$ cat src/dcb_pkg.sv
// Shared constants and types of the DMA cycle control and bus drive block.
// Assumes a single 40 MHz clock domain and an AXI4-Lite register port.
package dcb_pkg;

  // Register byte offsets on the AXI4-Lite port.
  localparam logic [3:0] OFS_CTRL = 4'h0;
  localparam logic [3:0] OFS_STATUS = 4'h4;
  localparam logic [3:0] OFS_INT_STS = 4'h8;
  localparam logic [3:0] OFS_INT_MASK = 4'hC;

  // Control register fields.
  localparam int CTRL_ENABLE = 0;
  localparam int CTRL_INT_EN = 1;
  localparam int CTRL_CLR_CNT = 2;
  localparam int CTRL_BURST = 3;
  localparam int CTRL_DIR = 4;
  localparam logic [4:0] CTRL_RESET = 5'h00;

  // Interrupt status and mask fields.
  localparam int INT_TERMINAL = 0;
  localparam int INT_XFER_DONE = 1;
  localparam logic [1:0] INT_RESET = 2'h0;

  // Pin-side status word fields returned when the register select bit is 1.
  localparam int PIN_ST_ENABLE = 8;
  localparam int PIN_ST_INT_EN = 9;
  localparam int PIN_ST_BURST = 11;
  localparam int PIN_ST_DIR = 13;

  // AXI responses.
  localparam logic [1:0] RESP_OKAY = 2'h0;
  localparam logic [1:0] RESP_SLVERR = 2'h2;

  // Sequencer output vector bit positions.
  localparam int SO_HREQ = 0;
  localparam int SO_OE = 1;
  localparam int SO_DACK = 2;
  localparam int SO_MEMR = 3;
  localparam int SO_MEMW = 4;
  localparam int SO_IORD = 5;
  localparam int SO_IOWR = 6;
  localparam int SO_COUNT = 7;
  localparam int SO_SETINT = 8;
  localparam int SO_CLRENB = 9;
  localparam int SO_W = 10;
  localparam logic [SO_W-1:0] SO_RESET = 10'h000;

  // Gray-coded from idle along the memory path to end hold; the device path, ST_END to ST_DIR_SEL or ST_CLR_EN and the step back to idle are not.
  typedef enum logic [3:0] {
    ST_IDLE = 4'h0,
    ST_HOLD_WAIT = 4'h1,
    ST_DIR_SEL = 4'h3,
    ST_MEM0 = 4'h2,
    ST_MEM1 = 4'h6,
    ST_MEM2 = 4'h7,
    ST_IO0 = 4'hF,
    ST_IO1 = 4'hE,
    ST_IO2 = 4'hA,
    ST_END = 4'h5,
    ST_SET_INT = 4'h4,
    ST_CLR_EN = 4'hC,
    ST_END_HOLD = 4'hD
  } dcb_state_t;

endpackage : dcb_pkg

$ cat src/dcb_transfer_controller.sv
// Top of the DMA cycle control and bus drive block: AXI4-Lite registers,
// interrupt, sequencer instance and the registered pin output stage.
// Assumes all pin inputs are synchronous to aclk and the address and word
// counters sit outside, driven by count_pulse and counter_clear.
//
// The register addresses and the AXI4-Lite register port were chosen for this implementation.
`timescale 1ns/1ps
module dcb_transfer_controller (
  // Clock, reset, clock enable
  input wire logic aclk,
  input wire logic aresetn,
  input wire logic ce,
  // AXI4-Lite write address
  input wire logic awvalid,
  output logic awready,
  input wire logic [3:0] awaddr,
  // AXI4-Lite write data
  input wire logic wvalid,
  output logic wready,
  input wire logic [31:0] wdata,
  input wire logic [3:0] wstrb,
  // AXI4-Lite write response
  output logic bvalid,
  input wire logic bready,
  output logic [1:0] bresp,
  // AXI4-Lite read address
  input wire logic arvalid,
  output logic arready,
  input wire logic [3:0] araddr,
  // AXI4-Lite read data
  output logic rvalid,
  input wire logic rready,
  output logic [31:0] rdata,
  output logic [1:0] rresp,
  // CPU register access pins
  input wire logic cpu_cs_n,
  input wire logic cpu_iord_n,
  input wire logic register_select_bit,
  output logic [15:0] data_out,
  output logic data_oe_n,
  // Memory address and strobes
  input wire logic [22:0] addr_in,
  output logic [22:0] addr_out,
  output logic addr_oe_n,
  output logic strobe_oe_n,
  output logic mem_read,
  output logic mem_write,
  output logic io_read,
  output logic io_write,
  // Bus and transfer handshakes
  output logic hold_request,
  input wire logic hold_ack,
  input wire logic transfer_request,
  output logic transfer_ack,
  // Counter control
  output logic count_pulse,
  output logic counter_clear,
  input wire logic count_zero,
  // Interrupt
  output logic irq
);

  // Register state.
  logic [4:0] ctrl_q;
  logic [4:0] ctrl_d;
  logic [1:0] int_sts_q;
  logic [1:0] int_sts_d;
  logic [1:0] int_mask_q;
  logic [1:0] int_mask_d;
  logic irq_q;
  logic counter_clear_q;

  // Write channel state.
  logic awready_q;
  logic wready_q;
  logic aw_full_q;
  logic w_full_q;
  logic [3:0] aw_addr_q;
  logic [31:0] w_data_q;
  logic [3:0] w_strb_q;
  logic bvalid_q;
  logic [1:0] bresp_q;

  // Read channel state.
  logic arready_q;
  logic rvalid_q;
  logic [31:0] rdata_q;
  logic [1:0] rresp_q;

  // Pin output stage.
  logic [15:0] data_out_q;
  logic data_oe_n_q;
  logic [22:0] addr_out_q;

  // Sequencer.
  logic [dcb_pkg::SO_W-1:0] seq_out;
  dcb_pkg::dcb_state_t seq_state;

  function automatic logic is_mapped(input logic [3:0] a);
    return (a == dcb_pkg::OFS_CTRL) || (a == dcb_pkg::OFS_STATUS) ||
           (a == dcb_pkg::OFS_INT_STS) || (a == dcb_pkg::OFS_INT_MASK);
  endfunction : is_mapped

  dcb_cycle_sequencer u_seq (
    .aclk(aclk),
    .aresetn(aresetn),
    .ce(ce),
    .enable(ctrl_q[dcb_pkg::CTRL_ENABLE]),
    .int_enable(ctrl_q[dcb_pkg::CTRL_INT_EN]),
    .burst(ctrl_q[dcb_pkg::CTRL_BURST]),
    .direction(ctrl_q[dcb_pkg::CTRL_DIR]),
    .transfer_request(transfer_request),
    .hold_ack(hold_ack),
    .count_zero(count_zero),
    .seq_out(seq_out),
    .state(seq_state)
  );

  // Write channel: address and data are taken in either order, answer follows both.
  wire aw_take = awvalid && awready_q;
  wire w_take = wvalid && wready_q;
  wire wr_fire = aw_full_q && w_full_q && !bvalid_q;
  wire aw_full_d = aw_take || (aw_full_q && !wr_fire);
  wire w_full_d = w_take || (w_full_q && !wr_fire);
  wire bvalid_d = wr_fire || (bvalid_q && !bready);
  wire wr_mapped = is_mapped(aw_addr_q);
  wire wr_lane0 = wr_fire && w_strb_q[0];
  wire wr_ctrl = wr_lane0 && (aw_addr_q == dcb_pkg::OFS_CTRL);
  wire wr_int_sts = wr_lane0 && (aw_addr_q == dcb_pkg::OFS_INT_STS);
  wire wr_int_mask = wr_lane0 && (aw_addr_q == dcb_pkg::OFS_INT_MASK);

  // Read channel: one read at a time, data held until rready.
  wire ar_take = arvalid && arready_q;
  wire rvalid_d = ar_take || (rvalid_q && !rready);

  // Sequencer pulses and the interrupt events they raise.
  wire seq_clrenb = seq_out[dcb_pkg::SO_CLRENB];
  wire seq_setint = seq_out[dcb_pkg::SO_SETINT];
  wire [1:0] int_event = {seq_out[dcb_pkg::SO_COUNT], seq_setint};

  // The clear-enable pulse wins over a simultaneous software write of the enable bit,
  // because the sequencer has just finished the terminal transfer.
  always_comb begin
    ctrl_d = ctrl_q;
    if (wr_ctrl) begin
      ctrl_d = w_data_q[4:0];
    end
    ctrl_d[dcb_pkg::CTRL_CLR_CNT] = 1'b0;
    if (seq_clrenb) begin
      ctrl_d[dcb_pkg::CTRL_ENABLE] = 1'b0;
    end
  end

  // Sticky status: a new event wins over a write-one clear in the same cycle.
  assign int_sts_d = (int_sts_q & ~(wr_int_sts ? w_data_q[1:0] : 2'h0)) | int_event;
  assign int_mask_d = wr_int_mask ? w_data_q[1:0] : int_mask_q;

  wire [31:0] reg_status = {20'h00000, seq_state, 3'h0, count_zero,
                            transfer_request, hold_ack, seq_out[dcb_pkg::SO_OE],
                            seq_out[dcb_pkg::SO_HREQ]};
  wire [31:0] rd_value =
      (araddr == dcb_pkg::OFS_CTRL) ? {27'h0000000, ctrl_q} :
      (araddr == dcb_pkg::OFS_STATUS) ? reg_status :
      (araddr == dcb_pkg::OFS_INT_STS) ? {30'h00000000, int_sts_q} :
      (araddr == dcb_pkg::OFS_INT_MASK) ? {30'h00000000, int_mask_q} : 32'h00000000;

  // Pin read path: decoder enable and the two-way word selection.
  wire register_read_enable = !cpu_cs_n && !cpu_iord_n;
  wire [15:0] pin_status_word = {2'h0, ctrl_q[dcb_pkg::CTRL_DIR], 1'b0,
                                 ctrl_q[dcb_pkg::CTRL_BURST], 1'b0,
                                 ctrl_q[dcb_pkg::CTRL_INT_EN],
                                 ctrl_q[dcb_pkg::CTRL_ENABLE], 1'b0, addr_in[22:16]};
  wire [15:0] pin_word = register_select_bit ? pin_status_word : addr_in[15:0];

  always_ff @(posedge aclk) begin
    if (!aresetn) begin
      awready_q <= 1'b0;
      wready_q <= 1'b0;
      aw_full_q <= 1'b0;
      w_full_q <= 1'b0;
      aw_addr_q <= 4'h0;
      w_data_q <= 32'h00000000;
      w_strb_q <= 4'h0;
      bvalid_q <= 1'b0;
      bresp_q <= dcb_pkg::RESP_OKAY;
    end else if (ce) begin
      awready_q <= !aw_full_d;
      wready_q <= !w_full_d;
      aw_full_q <= aw_full_d;
      w_full_q <= w_full_d;
      if (aw_take) aw_addr_q <= awaddr;
      if (w_take) begin
        w_data_q <= wdata;
        w_strb_q <= wstrb;
      end
      bvalid_q <= bvalid_d;
      if (wr_fire) bresp_q <= wr_mapped ? dcb_pkg::RESP_OKAY : dcb_pkg::RESP_SLVERR;
    end
  end

  always_ff @(posedge aclk) begin
    if (!aresetn) begin
      arready_q <= 1'b0;
      rvalid_q <= 1'b0;
      rdata_q <= 32'h00000000;
      rresp_q <= dcb_pkg::RESP_OKAY;
    end else if (ce) begin
      arready_q <= !rvalid_d;
      rvalid_q <= rvalid_d;
      if (ar_take) begin
        rdata_q <= rd_value;
        rresp_q <= is_mapped(araddr) ? dcb_pkg::RESP_OKAY : dcb_pkg::RESP_SLVERR;
      end
    end
  end

  always_ff @(posedge aclk) begin
    if (!aresetn) begin
      ctrl_q <= dcb_pkg::CTRL_RESET;
      int_sts_q <= dcb_pkg::INT_RESET;
      int_mask_q <= dcb_pkg::INT_RESET;
      irq_q <= 1'b0;
      counter_clear_q <= 1'b0;
    end else if (ce) begin
      ctrl_q <= ctrl_d;
      int_sts_q <= int_sts_d;
      int_mask_q <= int_mask_d;
      irq_q <= |(int_sts_d & int_mask_d);
      // Clear-counter bit self-clears; the sequencer also clears at terminal count.
      counter_clear_q <= (wr_ctrl && w_data_q[dcb_pkg::CTRL_CLR_CNT]) || seq_clrenb;
    end
  end

  // Data pins float unless the CPU is reading a register; address follows the counter.
  always_ff @(posedge aclk) begin
    if (!aresetn) begin
      data_out_q <= 16'h0000;
      data_oe_n_q <= 1'b1;
      addr_out_q <= 23'h000000;
    end else if (ce) begin
      data_out_q <= pin_word;
      data_oe_n_q <= !register_read_enable;
      addr_out_q <= addr_in;
    end
  end

  assign awready = awready_q;
  assign wready = wready_q;
  assign bvalid = bvalid_q;
  assign bresp = bresp_q;
  assign arready = arready_q;
  assign rvalid = rvalid_q;
  assign rdata = rdata_q;
  assign rresp = rresp_q;

  assign data_out = data_out_q;
  assign data_oe_n = data_oe_n_q;
  assign addr_out = addr_out_q;

  // One registered enable bit drives both the address and strobe drivers.
  assign addr_oe_n = !seq_out[dcb_pkg::SO_OE];
  assign strobe_oe_n = !seq_out[dcb_pkg::SO_OE];
  assign mem_read = seq_out[dcb_pkg::SO_MEMR];
  assign mem_write = seq_out[dcb_pkg::SO_MEMW];
  assign io_read = seq_out[dcb_pkg::SO_IORD];
  assign io_write = seq_out[dcb_pkg::SO_IOWR];
  assign hold_request = seq_out[dcb_pkg::SO_HREQ];
  assign transfer_ack = seq_out[dcb_pkg::SO_DACK];
  assign count_pulse = seq_out[dcb_pkg::SO_COUNT];
  assign counter_clear = counter_clear_q;
  assign irq = irq_q;

endmodule : dcb_transfer_controller

$ cat src/dcb_cycle_sequencer.sv
// Cycle sequencer: hold handshake, transfer strobes, counter and interrupt pulses.
// Assumes synchronous inputs; every output except state is a bit of the registered output vector.
`timescale 1ns/1ps
module dcb_cycle_sequencer (
  // Clock, reset, enable
  input wire logic aclk,
  input wire logic aresetn,
  input wire logic ce,
  // Configuration
  input wire logic enable,
  input wire logic int_enable,
  input wire logic burst,
  input wire logic direction,
  // Handshakes and counter status
  input wire logic transfer_request,
  input wire logic hold_ack,
  input wire logic count_zero,
  // Registered outputs
  output logic [dcb_pkg::SO_W-1:0] seq_out,
  output dcb_pkg::dcb_state_t state
);

  dcb_pkg::dcb_state_t state_q;
  dcb_pkg::dcb_state_t state_d;
  logic [dcb_pkg::SO_W-1:0] out_q;

  // Output pattern of each state; registered together with the state.
  function automatic logic [dcb_pkg::SO_W-1:0] outs_of(input dcb_pkg::dcb_state_t s);
    logic [dcb_pkg::SO_W-1:0] o;
    o = dcb_pkg::SO_RESET;
    unique case (s)
      dcb_pkg::ST_IDLE, dcb_pkg::ST_END_HOLD: o = dcb_pkg::SO_RESET;
      dcb_pkg::ST_HOLD_WAIT: o[dcb_pkg::SO_HREQ] = 1'b1;
      dcb_pkg::ST_DIR_SEL, dcb_pkg::ST_END: begin
        o[dcb_pkg::SO_HREQ] = 1'b1;
        o[dcb_pkg::SO_OE] = 1'b1;
      end
      dcb_pkg::ST_MEM0, dcb_pkg::ST_MEM1: begin
        o[dcb_pkg::SO_HREQ] = 1'b1;
        o[dcb_pkg::SO_OE] = 1'b1;
        o[dcb_pkg::SO_DACK] = 1'b1;
        o[dcb_pkg::SO_MEMR] = 1'b1;
        o[dcb_pkg::SO_IOWR] = (s == dcb_pkg::ST_MEM1);
      end
      dcb_pkg::ST_IO0, dcb_pkg::ST_IO1: begin
        o[dcb_pkg::SO_HREQ] = 1'b1;
        o[dcb_pkg::SO_OE] = 1'b1;
        o[dcb_pkg::SO_DACK] = 1'b1;
        o[dcb_pkg::SO_IORD] = 1'b1;
        o[dcb_pkg::SO_MEMW] = (s == dcb_pkg::ST_IO1);
      end
      dcb_pkg::ST_MEM2, dcb_pkg::ST_IO2: begin
        o[dcb_pkg::SO_HREQ] = 1'b1;
        o[dcb_pkg::SO_OE] = 1'b1;
        o[dcb_pkg::SO_COUNT] = 1'b1;
      end
      dcb_pkg::ST_SET_INT: begin
        o[dcb_pkg::SO_HREQ] = 1'b1;
        o[dcb_pkg::SO_SETINT] = 1'b1;
      end
      dcb_pkg::ST_CLR_EN: begin
        o[dcb_pkg::SO_HREQ] = 1'b1;
        o[dcb_pkg::SO_CLRENB] = 1'b1;
      end
      default: o = dcb_pkg::SO_RESET;
    endcase
    return o;
  endfunction : outs_of

  always_comb begin
    state_d = state_q;
    unique case (state_q)
      dcb_pkg::ST_IDLE:
        if (enable && transfer_request) state_d = dcb_pkg::ST_HOLD_WAIT;
      dcb_pkg::ST_HOLD_WAIT:
        if (hold_ack) state_d = dcb_pkg::ST_DIR_SEL;
      dcb_pkg::ST_DIR_SEL:
        state_d = direction ? dcb_pkg::ST_IO0 : dcb_pkg::ST_MEM0;
      dcb_pkg::ST_MEM0: state_d = dcb_pkg::ST_MEM1;
      dcb_pkg::ST_MEM1: state_d = dcb_pkg::ST_MEM2;
      dcb_pkg::ST_MEM2: state_d = dcb_pkg::ST_END;
      dcb_pkg::ST_IO0: state_d = dcb_pkg::ST_IO1;
      dcb_pkg::ST_IO1: state_d = dcb_pkg::ST_IO2;
      dcb_pkg::ST_IO2: state_d = dcb_pkg::ST_END;
      dcb_pkg::ST_END: begin
        if (!count_zero && burst && transfer_request) state_d = dcb_pkg::ST_DIR_SEL;
        else if (!count_zero) state_d = dcb_pkg::ST_END_HOLD;
        else if (int_enable) state_d = dcb_pkg::ST_SET_INT;
        else state_d = dcb_pkg::ST_CLR_EN;
      end
      dcb_pkg::ST_SET_INT: state_d = dcb_pkg::ST_CLR_EN;
      dcb_pkg::ST_CLR_EN: state_d = dcb_pkg::ST_END_HOLD;
      dcb_pkg::ST_END_HOLD:
        if (!hold_ack) state_d = dcb_pkg::ST_IDLE;
      // Unused codes recover to idle rather than lock up.
      default: state_d = dcb_pkg::ST_IDLE;
    endcase
  end

  // Outputs are flops loaded from the next state, so they change with the state bits.
  always_ff @(posedge aclk) begin
    if (!aresetn) begin
      state_q <= dcb_pkg::ST_IDLE;
      out_q <= dcb_pkg::SO_RESET;
    end else if (ce) begin
      state_q <= state_d;
      out_q <= outs_of(state_d);
    end
  end

  assign seq_out = out_q;
  assign state = state_q;

endmodule : dcb_cycle_sequencer

$ cat config.mk
export PLATFORM = sky130hd
export DESIGN_NAME = dcb_transfer_controller
export DESIGN_NICKNAME = d
export VERILOG_FILES = /design/src/dcb_pkg.sv /design/src/dcb_transfer_controller.sv /design/src/dcb_cycle_sequencer.sv
export SDC_FILE = /design/constraint.sdc
export NUM_CORES = 1
export LEC_CHECK = 0
export ABC_AREA = 0
export ABC_CLOCK_PERIOD_IN_PS = 3530
export BUFFER_PORTS_ARGS = -buffer_cell sky130_fd_sc_hd__buf_2
export CORE_ASPECT_RATIO = 0.7
export CORE_MARGIN = 4
export CORE_UTILIZATION = 40
export CTS_CLUSTER_SIZE = 40
export DETAILED_ROUTE_END_ITERATION = 16
export MAX_ROUTING_LAYER = met4
export PLACE_DENSITY = 0.75
export SLEW_MARGIN = 20
export SYNTH_ARGS = -nofsm -noshare
export SYNTH_HDL_FRONTEND = slang
export SYNTH_SLANG_ARGS = --single-unit
$ cat constraint.sdc
create_clock -name aclk -period 3.53 [get_ports aclk]
set_input_delay 0.353 -clock aclk [delete_from_list [all_inputs] [get_ports aclk]]
set_output_delay 0.353 -clock aclk [all_outputs]
set_load 0.05 [all_outputs]
# Word-level counts from Yosys, hierarchy flattened
# Cells that the tools add are included.
# totals
register_bits	117
in_bits	81
out_inout_bits	92
# classes
eq_ne	29
n_mux	28
bitwise_logic	4
n_reduce_logical	59
# op_table
op	n
4-bit == test (second input constant)	13
4-bit one-hot mux with 12 select lines	1
4-bit by 3-bit == test with 1-bit output (second input constant)	10
4-bit 2-to-1 mux	7
12-bit 2-to-1 mux	2
1-bit logical AND	18
4-bit by 2-bit == test with 1-bit output (second input constant)	4
16-bit 2-to-1 mux	1
2-bit 2-to-1 mux	7
1-bit logical NOT	12
4-bit logical NOT	3
2-bit AND reduction	6
1-bit logical OR	11
11-bit OR reduction	1
1-bit 2-to-1 mux	10
2-bit OR reduction	5
4-bit by 1-bit == test with 1-bit output (second input constant)	2
8-bit OR reduction	1
2-bit AND	2
4-bit OR reduction	1
2-bit inverter	1
2-bit bitwise OR	1
2-bit nonzero test	1

# Longest topological paths before layout
# logic_depth
ltp_word	10
depth_mapped	7
mapped_depth_nobuf	6

# By module
# A second synthesis with hierarchy kept.
# unflattened
hier_cells	449
hier_area_um2	4196.5
# by_module_without_submodules
mod	instances	cells_per_inst	area_each_um2
dcb_transfer_controller	1	348	3276.9
dcb_cycle_sequencer	1	101	919.6

# Worst setup path before layout
# No wires, ideal clock.
# synth_path
path_kind	flip-flop to flip-flop
startpoint	register bvalid_q, in the netlist bvalid
endpoint	register irq_q, in the netlist irq
setup_time_ns	0.119
t_arrival_ns	1.701
required_time_ns	3.411
setup_slack_ns	1.710
path_stages_with_launch	7
n_path_buf	0
path_cell_list	dfxtp_1 > nand3b_1 > nor3_2 > nand3_1 > a211o_1 > a21boi_0 > o221a_1
# synth_via
elab_chain_len	10
word_cells_on_any_way	12
# synth_lines
element	line_no	text
from (decl)	dcb_transfer_controller.sv:81	logic bvalid_q;
from (signal assigned)	dcb_transfer_controller.sv:196	bvalid_q <= bvalid_d;
1-bit logical NOT (*)	dcb_transfer_controller.sv:122	wire wr_fire = aw_full_q && w_full_q && !bvalid_q;
1-bit logical AND (*)	dcb_transfer_controller.sv:122	
1-bit logical AND (*)	dcb_transfer_controller.sv:127	wire wr_lane0 = wr_fire && w_strb_q[0];
1-bit logical AND	dcb_transfer_controller.sv:129	wire wr_int_sts = wr_lane0 && (aw_addr_q == dcb_pkg::OFS_INT_STS);
2-bit 2-to-1 mux	dcb_transfer_controller.sv:155	assign int_sts_d = (int_sts_q & ~(wr_int_sts ? w_data_q[1:0] : 2'h0)) | int_event;
2-bit inverter	dcb_transfer_controller.sv:155	
2-bit AND	dcb_transfer_controller.sv:155	
2-bit bitwise OR	dcb_transfer_controller.sv:155	
2-bit AND (*)	dcb_transfer_controller.sv:228	irq_q <= |(int_sts_d & int_mask_d);
2-bit OR reduction (*)	dcb_transfer_controller.sv:228	
to (signal assigned)	dcb_transfer_controller.sv:228	
to (decl)	dcb_transfer_controller.sv:70	logic irq_q;
# Every way passes the cells marked *; elsewhere a longest branch is shown, timed or not.
# A chain may end at the register's enable or synchronous reset.

# Final worst setup path
# layout_path
startpoint	register u_seq.state_q[2], in the netlist u_seq.state[2]
endpoint	register u_seq.out_q, in the netlist u_seq.seq_out[5]
# layout_via
elab_chain_len	6
word_cells_on_any_way	22
# layout_lines
element	line_no	text
from (decl)	dcb_cycle_sequencer.sv:23	dcb_pkg::dcb_state_t state_q;
from (signal assigned)	dcb_cycle_sequencer.sv:103	state_q <= dcb_pkg::ST_IDLE;
from (signal assigned)	dcb_cycle_sequencer.sv:106	state_q <= state_d;
4-bit by 3-bit == test with 1-bit output or 4-bit == test (tied branches)	dcb_cycle_sequencer.sv:72	unique case (state_q)
2-bit OR reduction (no line)	n/a	
4-bit one-hot mux with 12 select lines (*)	dcb_cycle_sequencer.sv:72	
4-bit == test	dcb_cycle_sequencer.sv:31	unique case (s)
2-bit OR reduction (*)	dcb_cycle_sequencer.sv:31	
2-bit 2-to-1 mux (*)	dcb_cycle_sequencer.sv:31	
to (signal assigned)	dcb_cycle_sequencer.sv:104	out_q <= dcb_pkg::SO_RESET;
to (signal assigned)	dcb_cycle_sequencer.sv:107	out_q <= outs_of(state_d);
to (decl)	dcb_cycle_sequencer.sv:25	logic [dcb_pkg::SO_W-1:0] out_q;
# Marks and branches as above.

==> metrics.txt <==
root buf cell clkbuf_16; Compound-Gate Fraction of Synth Area 14.3%; async set-reset flop share out of synthesis 0%; FF-to-FF End u_seq.seq_out[5]; Synth Register Bits 92; Routed WL per cell 15.1 um; via-per-instance ratio 4.97; setup bufs post-CTS 0; pins over their slew limit 0; Post-Route WL 10.2 mm; DR pass1 iterations 5; EDFF count, synth 0; CTS resizes 0; final sum of negative setup slack 0 ps; Area Growth Syn to Fin 21.3%; drt initial violations 213; initial antenna violation count 0; MaxCap Viol Count 0; global-route wire length before repair 16.4 mm; Hold Crit Endpoint w_strb_q[0]; final hold vios 0; Primary FF master, synth dfxtp_1; yosys warns 0; most common cell after layout, fill and taps aside buf_2; part of the cycle the worst path needs 57.4%; worst vdd ir 0.339 mV; Distinct cells, synth 52; area of the multi-input gates 1900 um^2; combinational family with the most area after synthesis simple AND/OR/NAND/NOR gates; die area 11,700 um^2; Adder-Cell Fraction of Synth Area 0%; fmax 493 MHz; H-tree depth 3; reg2reg start u_seq.state[2]; HP Class in -> reg; CORE AREA 9720 um^2; Crit Path Class reg -> reg; mux cell area share after synthesis 13.4%; pre-CTS setup slack 1520 ps; Slew Limit Headroom 65.7%; Synth Cell Area 4010 um^2; simple-gate area share of the yosys netlist 17.5%; GP Congestion 0.827; largest net degree at the start of global routing 45; Data required, critical path 3790 ps; CTS tree yes; sequential share of the synthesized area 45.9%; Post-DP HPWL 7.56 mm; Synth Instances 442; most frequent cells in the layout 117 x buf_2, 92 x dfxtp_1, 80 x nor2_1, 47 x mux2i_1, 33 x nand2_1; leakage power 0.00228 uW; via count 3,363; filler cell count 923; status completed; r2r setup slk 1500 ps; share of layout cells above drive strength 1 27.0%; DIE HEIGHT 91.8 um; Global Route Usage Sum 18.0%; Register Area 1840 um^2; vias in the first global route 3,290; startpoint type of the worst setup path flop; final worst setup slack 1500 ps; Arr. time, crit path 2290 ps; CP max FO 14; clk_lat worst skew 330 ps; Std-Cell Rows 30; clock skew 4.43 ps; minimum clock period 2030 ps; CTS buffer count 9; worst slew pin tran 513 ps; hold-critical path depth 3; hold_buf cts 0; CP Capture Type flop; Final nets 625; Synth Area in XOR/XNOR 0%; final setup fails 0; Antenna diodes 0; Hold Crit Start wstrb[0]; DRC 0; # clock sinks 92; clk slew on worst S/H paths 60 ps; Starting Density 41.2%; worst reg2reg path depth 6; Syn Area/Cell 9.07 um^2; Longest Clk Path Bufs 2; Final ANT Viol Nets 0; PortBufs 117; RSZ-0062 raised after global routing no; die width 128 um; grt total ovfl 0; io pins 173; Cell Pwr Density 525 nW/um^2
-- worst max path at each step --
stage	startpoint	endpoint	slack, ps
final	u_seq.state[2]	u_seq.seq_out[5]	1500
after global routing	u_seq.state[2]	u_seq.seq_out[8]	1320
after CTS	u_seq.state[2]	u_seq.seq_out[5]	1500
after detailed placement	u_seq.state[1]	u_seq.seq_out[8]	1520
after global placement	u_seq.state[2]	u_seq.seq_out[5]	1540
after floorplan	bvalid	irq	1710
-- cells by family after synthesis --
| logic type | after synthesis |
|---|---|
| other | 1 |
| flip-flops | 92 |
| AND/OR/NAND/NOR | 153 |
| buffers and inverters | 63 |
| AO/OA/AOI/OAI | 82 |
| multiplexers | 51 |
-- cell type report --
type | count | share of cell area (%)
clock buffer | 14 | 5.63
tap | 128 | 3.29
sequential | 92 | 37.9
timing repair buffer | 122 | 12.8
multi-input combinational | 311 | 39.2
clock inverter | 1 | 0.617
inverter | 8 | 0.617
-- flip-flops by register name, indices dropped and copies added, names as in the netlist, 2 cells and up --
name,flops
addr_out,23
aw_addr_q,4
ctrl_q,4
data_out,16
int_mask_q,2
int_sts_q,2
rdata,9
u_seq.seq_out,10
u_seq.state,4
w_data_q,5
-- power by group --
part	switching (uW)	internal, uW	leakage [uW]
clock network	369	603	0.000149
logic	329	124	0.00138
registers	40.4	1090	0.000753
total	739	1810	0.00228
-- per-stage QoR --
| step | cells | power (uW) | area [um^2] | hold slack, ps | utilization, % |
|---|---|---|---|---|---|
| floorplan | 466 | 1520 | 4100 | 445 | - |
| global placement | 661 | 1590 | 4560 | 430 | 46.9 |
| detailed placement | 661 | 1600 | 4560 | 440 | 46.9 |
| CTS | 676 | 2570 | 4860 | 242 | 50.0 |
| global route | 676 | 2660 | 4860 | 259 | 50.0 |
| finish | 676 | 2550 | 4860 | 253 | 50.0 |
-- routing by layer --
metal	GRT usage [%]	share of wire, %
met1	22.9	46
met2	27.3	44
met3	6.40	8.3
met4	4.51	1.4
met5	-	0
-- worst max-delay path: stages (launching register included) --
cell and delay [ps]:
dfxtp_1 560, nor2b_4 270, a2111oi_2 90, a211o_4 350, nand2b_4 150, or3b_1 390
a21oi_1 150
-- Yosys cell counts, drive strengths merged (3+ instances only) --
| cell | count | area, um^2 |
|---|---|---|
| inv | 8 | 30.0 |
| o21ai | 10 | 50.0 |
| buf | 41 | 272 |
| nand3 | 6 | 35.0 |
| a211oi | 16 | 120 |
| nor3 | 8 | 45.0 |
| a22oi | 10 | 75.1 |
| nor2b | 7 | 51.3 |
| and2 | 3 | 18.8 |
| clkbuf | 14 | 52.6 |
| mux2i | 47 | 470 |
| nor2 | 80 | 300 |
| a21oi | 25 | 125 |
| dfxtp | 92 | 1840 |
| nand2b | 5 | 38.8 |
| or3b | 3 | 26.3 |
| a31oi | 3 | 18.8 |
| nand2 | 33 | 124 |
Note: power is estimated with default switching activity, not from simulation.
